**src/rtl/rap_regs.svh**
```systemverilog
// Purpose: Constants for the return address predictor.
// Assumes: 32-bit addresses, one clock, synchronous active-high reset.
// Notes:   Offsets are absent; the block has no software registers.
`ifndef RAP_REGS_SVH
`define RAP_REGS_SVH
`define RAP_DEPTH       3
`define RAP_PTR_W       2
`define RAP_ADDR_W      32
`define RAP_LINK_REG    4'hE
`define RAP_FLOW_EN_BIT 11
`define RAP_CTRL_W      12
`define RAP_CTRL_RESET  12'h000
`define RAP_ADDR_RESET  32'h00000000
`endif

```
**src/rtl/rap_pkg.sv**
```systemverilog
// Purpose: Types for the return address predictor.
// Assumes: Decode supplies a classified instruction kind.
// Notes:   Kind encoding is arbitrary but fixed here.
package rap_pkg;
   typedef enum logic [2:0] {
      RAP_KIND_OTHER      = 3'h0,
      RAP_KIND_CALL_IMM   = 3'h1,  // call_imm immediate
      RAP_KIND_CALL_XIMM  = 3'h2,  // call_exchange immediate
      RAP_KIND_CALL_XREG  = 3'h3,  // call_exchange register
      RAP_KIND_RET_LINK   = 3'h4,  // branch_exchange register
      RAP_KIND_RET_MULTI  = 3'h5,  // load_multiple from sp with writeback
      RAP_KIND_RET_LDW    = 3'h6   // load_word to pc from sp
   } rap_kind_t;
endpackage

```
**src/rtl/rap_return_predictor.sv**
```systemverilog
// Purpose: Return-address stack with call/return recognition and recovery.
// Assumes: Fetch inputs and execute inputs are on the core clock.
// Notes:   Predictions are combinational; stack state is registered.
//          Only the most recent popped address is compared at resolution,
//          so a return resolved after a second pop is compared with that pop's address.
`timescale 1ns/1ps
`include "rap_regs.svh"
module rap_return_predictor (
   // Clock and reset
   input  wire logic                   clk_in,
   input  wire logic                   rst_in,
   // Control bits
   input  wire logic [`RAP_CTRL_W-1:0] ctrl_in,
   input  wire logic                   stack_enable_in,
   // Fetch-side decode
   input  wire logic                   fetch_valid_in,
   input  wire rap_pkg::rap_kind_t     fetch_kind_in,
   input  wire logic [3:0]             fetch_reg_in,
   input  wire logic                   fetch_pc_wb_in,
   input  wire logic                   fetch_cond_in,
   input  wire logic                   target_hit_in,
   // Execute-side resolution
   input  wire logic                   ex_push_in,
   input  wire logic [`RAP_ADDR_W-1:0] ex_ret_addr_in,
   input  wire logic                   ex_ret_valid_in,
   input  wire logic                   ex_cond_pass_in,
   input  wire logic [`RAP_ADDR_W-1:0] ex_actual_addr_in,
   input  wire logic [`RAP_ADDR_W-1:0] ex_recovery_addr_in,
   // Prediction outputs
   output logic                        call_predict_out,
   output logic                        call_taken_out,
   output logic                        ret_predict_out,
   output logic [`RAP_ADDR_W-1:0]      ret_target_out,
   // Recovery outputs and stack count
   output logic                        flush_out,
   output logic [`RAP_ADDR_W-1:0]      refetch_addr_out,
   output logic [`RAP_PTR_W-1:0]       count_out
);
   logic [`RAP_ADDR_W-1:0] stack_reg [`RAP_DEPTH];
   logic [`RAP_ADDR_W-1:0] stack_next [`RAP_DEPTH];
   logic [`RAP_PTR_W-1:0]  top_reg, top_next;
   logic [`RAP_PTR_W-1:0]  cnt_reg, cnt_next;
   logic [`RAP_ADDR_W-1:0] pred_reg, pred_next;
   logic                   pend_reg, pend_next;
   logic                   flush_reg, flush_next;
   logic [`RAP_ADDR_W-1:0] refetch_reg, refetch_next;
   logic                   enabled, is_call, is_ret, pop, mispredict;

   // Circular pointer step, kept inside the three slots
   function automatic logic [`RAP_PTR_W-1:0] ptr_inc(input logic [`RAP_PTR_W-1:0] p);
      ptr_inc = (p == `RAP_PTR_W'(`RAP_DEPTH - 1)) ? `RAP_PTR_W'(0)
                                                   : p + `RAP_PTR_W'(1);
   endfunction
   function automatic logic [`RAP_PTR_W-1:0] ptr_dec(input logic [`RAP_PTR_W-1:0] p);
      ptr_dec = (p == `RAP_PTR_W'(0)) ? `RAP_PTR_W'(`RAP_DEPTH - 1) : p - `RAP_PTR_W'(1);
   endfunction

   // Recognition of calls and returns
   always_comb begin
      enabled = ctrl_in[`RAP_FLOW_EN_BIT];
      is_call = (fetch_kind_in == rap_pkg::RAP_KIND_CALL_IMM)
             || (fetch_kind_in == rap_pkg::RAP_KIND_CALL_XIMM);
      is_ret  = ((fetch_kind_in == rap_pkg::RAP_KIND_RET_LINK) && (fetch_reg_in == `RAP_LINK_REG))
             || ((fetch_kind_in == rap_pkg::RAP_KIND_RET_MULTI) && fetch_pc_wb_in)
             || (fetch_kind_in == rap_pkg::RAP_KIND_RET_LDW);
   end

   // Predictions; register-form call is left out of is_call and never predicted
   always_comb begin
      call_predict_out = enabled && fetch_valid_in && is_call;
      call_taken_out   = call_predict_out && (target_hit_in || !fetch_cond_in);
      // Only always-taken (unconditional) returns, non-empty stack
      ret_predict_out  = enabled && stack_enable_in && fetch_valid_in && is_ret
                      && !fetch_cond_in
                      && (cnt_reg != `RAP_PTR_W'(0));
      ret_target_out   = stack_reg[top_reg];
      pop              = ret_predict_out;
   end

   // Stack next state; push of a register call also counts as a call
   // A full push steps the pointer onto the oldest slot, which is lost
   always_comb begin
      stack_next = stack_reg;
      top_next   = top_reg;
      cnt_next   = cnt_reg;
      if (pop) begin
         top_next = ptr_dec(top_reg);
         cnt_next = cnt_reg - `RAP_PTR_W'(1);
      end
      if (ex_push_in && enabled && stack_enable_in) begin
         // Same-cycle pop and push: pop leaves, push replaces that slot
         top_next = pop ? top_reg : ptr_inc(top_reg);
         stack_next[top_next] = ex_ret_addr_in;
         if (!pop && cnt_reg != `RAP_PTR_W'(`RAP_DEPTH)) begin
            cnt_next = cnt_reg + `RAP_PTR_W'(1);
         end else if (pop) begin
            cnt_next = cnt_reg;
         end
      end
   end

   // Recovery tracking: one outstanding predicted return
   // A newer pop replaces the pending one; depth was traded for simplicity
   always_comb begin
      pend_next    = pend_reg;
      pred_next    = pred_reg;
      mispredict   = ex_ret_valid_in && pend_reg
                  && (!ex_cond_pass_in || ex_actual_addr_in != pred_reg);
      if (ex_ret_valid_in) begin
         pend_next = 1'b0;
      end
      if (pop) begin
         pend_next = 1'b1;
         pred_next = ret_target_out;
      end
      flush_next   = mispredict;
      refetch_next = mispredict ? (ex_cond_pass_in ? ex_actual_addr_in : ex_recovery_addr_in)
                                : refetch_reg;
   end

   // Stack registers; entries are cleared so the top read is never unknown
   always_ff @(posedge clk_in) begin
      if (rst_in) begin
         for (int i = 0; i < `RAP_DEPTH; i++) begin
            stack_reg[i] <= `RAP_ADDR_RESET;
         end
         top_reg <= `RAP_PTR_W'(0);
         cnt_reg <= `RAP_PTR_W'(0);
      end else begin
         stack_reg <= stack_next;
         top_reg   <= top_next;
         cnt_reg   <= cnt_next;
      end
   end

   // Recovery registers
   always_ff @(posedge clk_in) begin
      if (rst_in) begin
         pend_reg    <= 1'b0;
         pred_reg    <= `RAP_ADDR_RESET;
         flush_reg   <= 1'b0;
         refetch_reg <= `RAP_ADDR_RESET;
      end else begin
         pend_reg    <= pend_next;
         pred_reg    <= pred_next;
         flush_reg   <= flush_next;
         refetch_reg <= refetch_next;
      end
   end

   assign flush_out        = flush_reg;
   assign refetch_addr_out = refetch_reg;
   assign count_out        = cnt_reg;
endmodule

```
**config.mk**
```make
export PLATFORM = sky130hd
export DESIGN_NAME = rap_return_predictor
export DESIGN_NICKNAME = d
export VERILOG_FILES = /design/src/rtl/rap_pkg.sv /design/src/rtl/rap_return_predictor.sv
export VERILOG_INCLUDE_DIRS = /design/src /design/src/rtl
export SDC_FILE = /design/constraint.sdc
export NUM_CORES = 1
export LEC_CHECK = 0
export BUFFER_PORTS_ARGS = -buffer_cell sky130_fd_sc_hd__buf_2
export CAP_MARGIN = 20
export CORE_AREA = 2 2 147 149
export DETAILED_ROUTE_END_ITERATION = 10
export DIE_AREA = 0 0 149 151
export PLACE_DENSITY = 0.61
export SYNTH_ARGS = -nofsm -noshare
export SYNTH_HDL_FRONTEND = slang
export SYNTH_SLANG_ARGS = --single-unit
```
**constraint.sdc**
```tcl
create_clock -name clk_in -period 2.8 [get_ports clk_in]
set_clock_uncertainty 0.15 [all_clocks]
set_input_delay 0.56 -clock clk_in [delete_from_list [all_inputs] [get_ports clk_in]]
set_output_delay 0.56 -clock clk_in [all_outputs]
set_load 0.03 [all_outputs]
```
======== Word level (Yosys, flattened, before mapping) ========
Index checks and enable logic that the tools add are counted.
storage, ports and cells
  input bits .............................. 125
  flip-flop bits (word level) ............. 166
operators by class
  add/sub/neg operators ................... 4
  muxes and demuxes ....................... 18
  eq/ne operators ......................... 10
  reduce and logical (&&, ||, !) cells .... 28
  bitwise gates (word level) .............. 2
  $lt $le $gt $ge ......................... 3
operators by type and width
  kind                   count
  $mux W32               4
  $bwmux W96             1
  $bmux W32 S2           1
  $demux W32 S2          1
  $ne A32 B32 Y1         1
  $mux W2                9
  $logic_and A1 B1 Y1    16
  $eq A3 B3 Y1 const B   3
  $ge A3 B3 Y1 const B   2
  $not A2 Y3             2
  $reduce_bool A2 Y1     3
  $logic_or A1 B1 Y1     5
  $add A2 B1 Y2 const B  2
  $eq A4 B4 Y1 const B   1
  $sub A2 B1 Y2 const B  2
  $eq A3 B1 Y1 const B   1
  $eq A3 B2 Y1 const B   1
  $logic_not A1 Y1       3
  $lt A3 B1 Y1 const B   1
  $ne A3 B2 Y1 const B   1
  $eq A2 B2 Y1 const B   1
  $logic_not A2 Y1       1
  $mux W1                2
  $ne A2 B2 Y1 const B   1

======== Logic depth before layout (Yosys ltp) ========
Gate-level depths: netlist (run 1).
  word-level depth ........................ 14
  depth in mapped cells ................... 9

======== Least setup slack after synthesis (run 1) ========
Ideal clock, no wire load.
  kind .................................... input port to output port
  from .................................... input fetch_kind_in[0]
  to ...................................... output call_taken_out
  arrival time ............................ 2,209 ps
  setup slack ............................. -119 ps
  cell stages on the path ................. 3
  buffers on the path ..................... 0
  cell sequence ........................... xnor2_1 nor3_1 a21boi_0
on the way
  cells in the longest elaborated chain, start to end .. 4
  elaborated cells on any way between the ends .. 5
RTL lines
  element                                       RTL line                                                text
  from (decl)                                   rap_return_predictor.sv:17                              input wire rap_pkg::rap_kind_t fetch_kind_in,
  $eq A3 B1 Y1 or $eq A3 B2 Y1 (tied branches)  rap_return_predictor.sv:61, rap_return_predictor.sv:62
  $logic_or A1 B1 Y1 (*)                        rap_return_predictor.sv:62                              || (fetch_kind_in == rap_pkg::RAP_KIND_CALL_XIMM);
  $logic_and A1 B1 Y1 (*)                       rap_return_predictor.sv:70                              call_predict_out = enabled && fetch_valid_in && is_call;
  named net call_predict_out                    rap_return_predictor.sv:30                              output logic call_predict_out,
  $logic_and A1 B1 Y1 (*)                       rap_return_predictor.sv:71                              call_taken_out = call_predict_out && (target_hit_in || !fetch_cond_in);
  to (decl)                                     rap_return_predictor.sv:31                              output logic call_taken_out,
The timed path passes the listed nets; every way through them passes the cells marked *.

======== Worst setup path in the final report (run 1) ========
  from .................................... register top_reg[0]
  to ...................................... output ret_target_out[2]
on the way
  cells in the longest elaborated chain, start to end .. 4
RTL lines
  element                                       RTL line                     text
  from (decl)                                   rap_return_predictor.sv:41   logic [`RAP_PTR_W-1:0] top_reg, top_next;
  from (signal assigned)                        rap_return_predictor.sv:127  top_reg <= `RAP_PTR_W'(0);
  from (signal assigned)                        rap_return_predictor.sv:131  top_reg <= top_next;
  $not A2 Y3 (not written as such)              rap_return_predictor.sv:76   ret_target_out = stack_reg[top_reg];
  $bmux W32 S2                                  rap_return_predictor.sv:76
  $mux W32 (not written as such) (2 in series)  rap_return_predictor.sv:76
  to (decl)                                     rap_return_predictor.sv:33   output logic [`RAP_ADDR_W-1:0] ret_target_out,
No other way between the ends. The select of a mux whose other input is x is not followed.

==> results.toml, run 1 <==
[global_routing]
track_usage = 0.213
grt_pass1_wl_um = 38200
grt_antenna_before_repair = 0
grt_max_degree = 72
grt_pass1_vias = 7328
grt_overflow_total = 0

[synthesis]
synth_top_flop_cell = "dfxtp_1"
synth_edf_count = 0
syn_inst = 1001
synthesis.area_sq_um = 8480
post_synth.cell_area_avg_sq_um = 8.47
synth_seq_area_share = 0.392
synth_seq_cells = 166
yosysWarnings = 0
postSynth.asyncResetShare = 0
synth.net_count = 1131
synthDistinctLibCells = 51

[die]
num_rows = 53
core_area_sq_um = 20800
die_height_um = 151
initial_utilization = 0.407
die_w_um = 149
io_pins = 195
fp.dieArea_sq_um = 22500

[clocking]
clk_pin_slew_ps = 70
cts-htree-levels = 4
cts_root_buffer = "clkbuf_16"
worstSkewPairLatency_ps = 430
cts_tree = "built"
cts_hold_buf = 0
clock_sinks = 166
cts_made_buffers = 17
clk_path_buf_depth = 2

[placed_design]
dp_hpwl_um = 16600
numPortBuffers = 183
gp_congestion = 0.841
dp.cells = 1415

[timing]
timing.fmax_mhz = 371
period_minus_slack_ps = 2700
finalCritPeriodShare = 0.963
setup_tns_ps = 0
hold_viol_final = 0
maxSlewHeadroom = 0.488
tightest_slew_ps = 768
slew_viol_final = 0
setup_violations = 0
rsz0062_at_grt = "no"
fin_hold_ws_ps = 280

[drt]
dr.pass1.iters = 5
drc = 0
avgRoutedWirePerCell_um = 16.6
wl_um = 24000
ant_nets = 0
viasPerCell = 5.24
drtIter0Drc = 391
vias = 7586

[critical_path]
reg2reg_depth = 6
regToRegSetupSlack_ps = 460
cpPeakStageDelay_ps = 510
crit_fanout = 14
arrival_ps = 1990
start_kind = "register"
startpoint = "top_reg[0]"
crit_path_end_kind = "primary output"
cp_data_required_time_ps = 2090
cp_cell_sequence = "buf_4, mux2i_1, o21ai_0, buf_2"
crit_end = "ret_target_out[2]"
worstReg2RegEnd = "count_out[0]"
r2r_start = "count_out[1]"
path_class = "register to primary output"
critPathSlowestCell = "o21ai_0"

[finish]
drive_gt1_frac = 0.227
fin_nets = 1289
antenna_cells = 0
finalNonFillerCells = 1447
fill_cells = 2089
area_delta_synth_final_pct = 21.4
largest_reg_flops = 96

[power_and_ir_drop]
irDropWorstVdd_uv = 394
power_mw = 5.29
powerDensity_nw_per_um2 = 514
power.leakage_nw = 4.64

[flow_run]
maxCapViolations = 0

[min_path]
holdCritPathClass = "input port to register"
worstHoldStart = "ex_ret_addr_in[25]"

[run_status]
status = "completed"
-- Yosys cell counts, drive strengths merged (2+ instances only) --
cell type,instances,share of area
a21oi,3,0.0018
a22oi,32,0.028
a31oi,2,0.0015
and3,3,0.0024
buf,28,0.027
clkbuf,50,0.022
dfxtp,166,0.39
dlygate4sd1,3,0.0031
ha,5,0.0074
inv,7,0.0031
mux2i,160,0.19
nand2,165,0.073
nand2b,3,0.0022
nand3,42,0.025
nand4,35,0.026
nor2,99,0.044
nor2b,33,0.024
nor3,36,0.021
nor4,8,0.0091
o21a,3,0.0027
o21ai,57,0.035
o22ai,12,0.0089
xnor2,13,0.013
xor2,20,0.021
-- cell families (layout without fill, tap and decap cells) --
family                     after synthesis  count (layout)  synth area share
and+or+nand+nor                        431             431             0.234
DFF                                    166             166             0.392
muxes                                  161             161             0.190
AOI/OAI and AO/OA                      116             116            0.0862
buffers and inverters                   89             260            0.0564
xor gates and xnor gates                33              33            0.0341
adders and majority gates                5               5           0.00738
-- layer usage --
layer  vias to the layer above  global-route usage  wire [um]
met4                         0              0.0595        352
met3                        26              0.0352       1400
met2                       228               0.347      11000
met1                      3545               0.294      11300
met5                         -                   0          0
li1                       3787                   -          -
-- how the worst min path moves through the flow --
| stage | endpoint | slack, ps | depth (start not counted) |
|---|---|---|---|
| after floorplan | stack_reg[73] | 280 | 2 |
| after global placement | stack_reg[80] | 290 | 2 |
| after detailed placement | stack_reg[93] | 300 | 2 |
| after CTS | pend_reg | 270 | 3 |
| after global routing | stack_reg[25] | 280 | 3 |
| final | stack_reg[57] | 280 | 3 |
-- worst max-delay path, delay by kind of cell, from the launching register on --
kind	cells	cell delay (ps)
compound gates	1	510
buf+inv	2	580
flops	1	360
mux	1	110
-- layout make-up --
cell class,count,area [sq um],area share
tap,275,344,0.0334
clock inverter,13,171,0.0167
clock buffer,19,433,0.0421
sequential,166,3320,0.323
inverter,7,27.5,0.00267
multi-input combinational,746,4700,0.456
timing repair buffer,221,1290,0.126
-- metrics by stage --
stage                     setup slack, ps  utilization  area, sq um
after floorplan                      83.4            -         8480
final                                 103        0.494        10300
after detailed placement              357        0.465         9670
after global placement                377        0.465         9670
after global routing                 12.0        0.494        10300
after CTS                            53.8        0.494        10300
-- where the power goes --
group	internal [mW]	switching, mW
Sequential	2.39	0.0175
Clock	1.42	1.01
Combinational	0.187	0.270
Total	3.99	1.29
-- placed cells by master, fill, tap and decap left out, drive strengths merged, types with 4 or more instances in the layout --
cell	count
a22oi	32
buf	221
clkbuf	19
clkinvlp	4
dfxtp	166
ha	5
inv	10
mux2i	160
nand2	165
nand3	42
nand4	35
nor2	99
nor2b	33
nor3	36
nor4	8
o21ai	57
o22ai	12
xnor2	13
xor2	20
-- what timing repair did --
item	CTS	global route
pin swaps	0	1
resized for setup	1	2
setup buffers	0	0
gates cloned	0	0
hold endpoints to repair	0	0
endpoints found under the setup margin	1	5
Power figures use the tool's default switching activity.
==> run 2, diff against run 1 <==
--- a/config.mk
+++ b/config.mk
@@ -12,6 +12,7 @@
 export DETAILED_ROUTE_END_ITERATION = 10
 export DIE_AREA = 0 0 149 151
 export PLACE_DENSITY = 0.61
+export RECOVER_POWER = 50
 export SYNTH_ARGS = -nofsm -noshare
 export SYNTH_HDL_FRONTEND = slang
 export SYNTH_SLANG_ARGS = --single-unit
==> run 2 against run 1 <==
Setup slack improved by 20 ps. Sequential power about the same. Non-clock buffer count did not move. Largest power group unchanged. Clock power about the same. Maximum frequency grew 0.74%. Die area unchanged. First-iteration DRC count up 0.51%. Global-route usage stayed put.
==> results.toml, run 2 (synthesized netlist as in run 1, its figures left out) <==
[finish]
largest_reg_flops = 96
fin_area_sq_um = 10200
area.sequential_sq_um = 3320
fill_cells = 2109
fin_nets = 1289
multiInputGateArea_sq_um = 4700
area_delta_synth_final_pct = 20.6
fin_util = 0.491
mostFrequentLayoutCells = "dfxtp_1 (165), nand2_1 (164), mux2i_1 (160)"
drive_gt1_frac = 0.195
antenna_cells = 0
layout_commonest_cell = "dfxtp_1"

[critical_path]
critPathSlowestCell = "o21ai_0"
cp_cell_sequence = "buf_4, mux2i_1, o21ai_0, buf_2"
reg2reg_depth = 7
crit_end = "ret_target_out[2]"
critical_path_depth = 4
crit_fanout = 14
arrival_ps = 1970
crit_path_end_kind = "primary output"
worstReg2RegEnd = "stack_reg[23]"
path_class = "register to primary output"
timing.critical_path.buf_inv = 2
regToRegSetupSlack_ps = 290
startpoint = "top_reg[0]"
cp_top_family = "buffers and inverters"
start_kind = "register"
cpPeakStageDelay_ps = 490
cp_data_required_time_ps = 2090
r2r_start = "count_out[1]"

[clocking]
worstSkewPairLatency_ps = 430
clock_sinks = 166
cts_hold_buf = 0
cts-htree-levels = 4
cts_tree = "built"
cts_made_buffers = 17
clk_pin_slew_ps = 70
clk_path_buf_depth = 2
cts_root_buffer = "clkbuf_16"

[global_routing]
track_usage = 0.213
grt_max_degree = 72
grt_antenna_before_repair = 0
grt_overflow_total = 0
grt_pass1_vias = 7328
grt_pass1_wl_um = 38200

[die]
fp.dieArea_sq_um = 22500
initial_utilization = 0.407
num_rows = 53
io_pins = 195
die_height_um = 151
core_area_sq_um = 20800
die_w_um = 149

[placed_design]
placed_area_sq_um = 9670
gp_congestion = 0.841
dp_hpwl_um = 16600
numPortBuffers = 183

[timing]
slew_viol_final = 0
rsz0062_at_grt = "no"
period_minus_slack_ps = 2680
setup_violations = 0
timing.fmax_mhz = 373
setup_tns_ps = 0
finalCritPeriodShare = 0.956
tightest_slew_ps = 768
fin_hold_ws_ps = 279
hold_viol_final = 0
maxSlewHeadroom = 0.488

[power_and_ir_drop]
power.leakage_nw = 4.47
powerDensity_nw_per_um2 = 517
irDropWorstVdd_uv = 394

[drt]
ant_nets = 0
viasPerCell = 5.25
drtIter0Drc = 393
avgRoutedWirePerCell_um = 16.6
wl_um = 24000
vias = 7593
dr.pass1.iters = 5
drc = 0

[flow_run]
maxCapViolations = 0

[min_path]
worstHoldStart = "ex_ret_addr_in[25]"
holdCritPathClass = "input port to register"

[run_status]
status = "completed"
run 2: cell count changes in the layout (fill, tap and decap cells not counted):
cell | before | now
buf_12 | 7 | 6
o21ai_1 | 1 | 0
o21ai_0 | 54 | 55
buf_4 | 31 | 29
clkbuf_2 | 0 | 2
buf_2 | 182 | 146
clkbuf_1 | 2 | 39
run 2: where the power goes:
group | internal [mW] | total (mW) | leakage (nW) | switching (mW)
sequential | 2.39 | 2.41 | 1.34 | 0.0177
combinational | 0.185 | 0.455 | 2.84 | 0.269
clock | 1.42 | 2.42 | 0.283 | 1.01
run 2: stage by stage:
step | setup WS [ps] | cells | power, mW
finish | 122 | 1447 | 5.29
detailed placement | 357 | 1415 | 2.92
global placement | 377 | 1415 | 2.91
floorplan | 83.4 | 1001 | 2.73
CTS | 53.8 | 1447 | 5.33
global route | 12.0 | 1447 | 5.46
run 2: worst min-delay path by stage:
stage                         end  slack (ps)  depth (start not counted)
floorplan           stack_reg[73]         280                          2
global placement    stack_reg[80]         290                          2
detailed placement  stack_reg[93]         300                          2
CTS                      pend_reg         270                          3
global route        stack_reg[25]         280                          3
finish              stack_reg[57]         280                          3
run 2: metal layers:
layer	track usage	vias up	wire, um
met5	0	-	0
li1	-	3790	-
met3	0.0352	26	1420
met4	0.0595	0	352
met2	0.347	215	11100
met1	0.294	3562	11200
run 2: worst min-delay path, delay by kind of cell:
kind / cells / cell delay [ps]
and+or+nand+nor: 1 / 90
buffers and inverters: 1 / 100
muxes: 1 / 70
run 2: area by class of cell:
class,instances,area share
Multi-Input combinational cell,746,0.459
Sequential cell,166,0.325
Timing Repair Buffer,221,0.120
Clock buffer,19,0.0423
Tap cell,275,0.0336
Clock inverter,13,0.0168
Inverter,7,0.00269
run 2: repair_timing:
action / CTS / global route
endpoints found under the setup margin: 1 / 5
hold endpoints to repair: 0 / 0
buffers inserted: 0 / 0
pin swaps: 0 / 1
resized for setup: 1 / 2
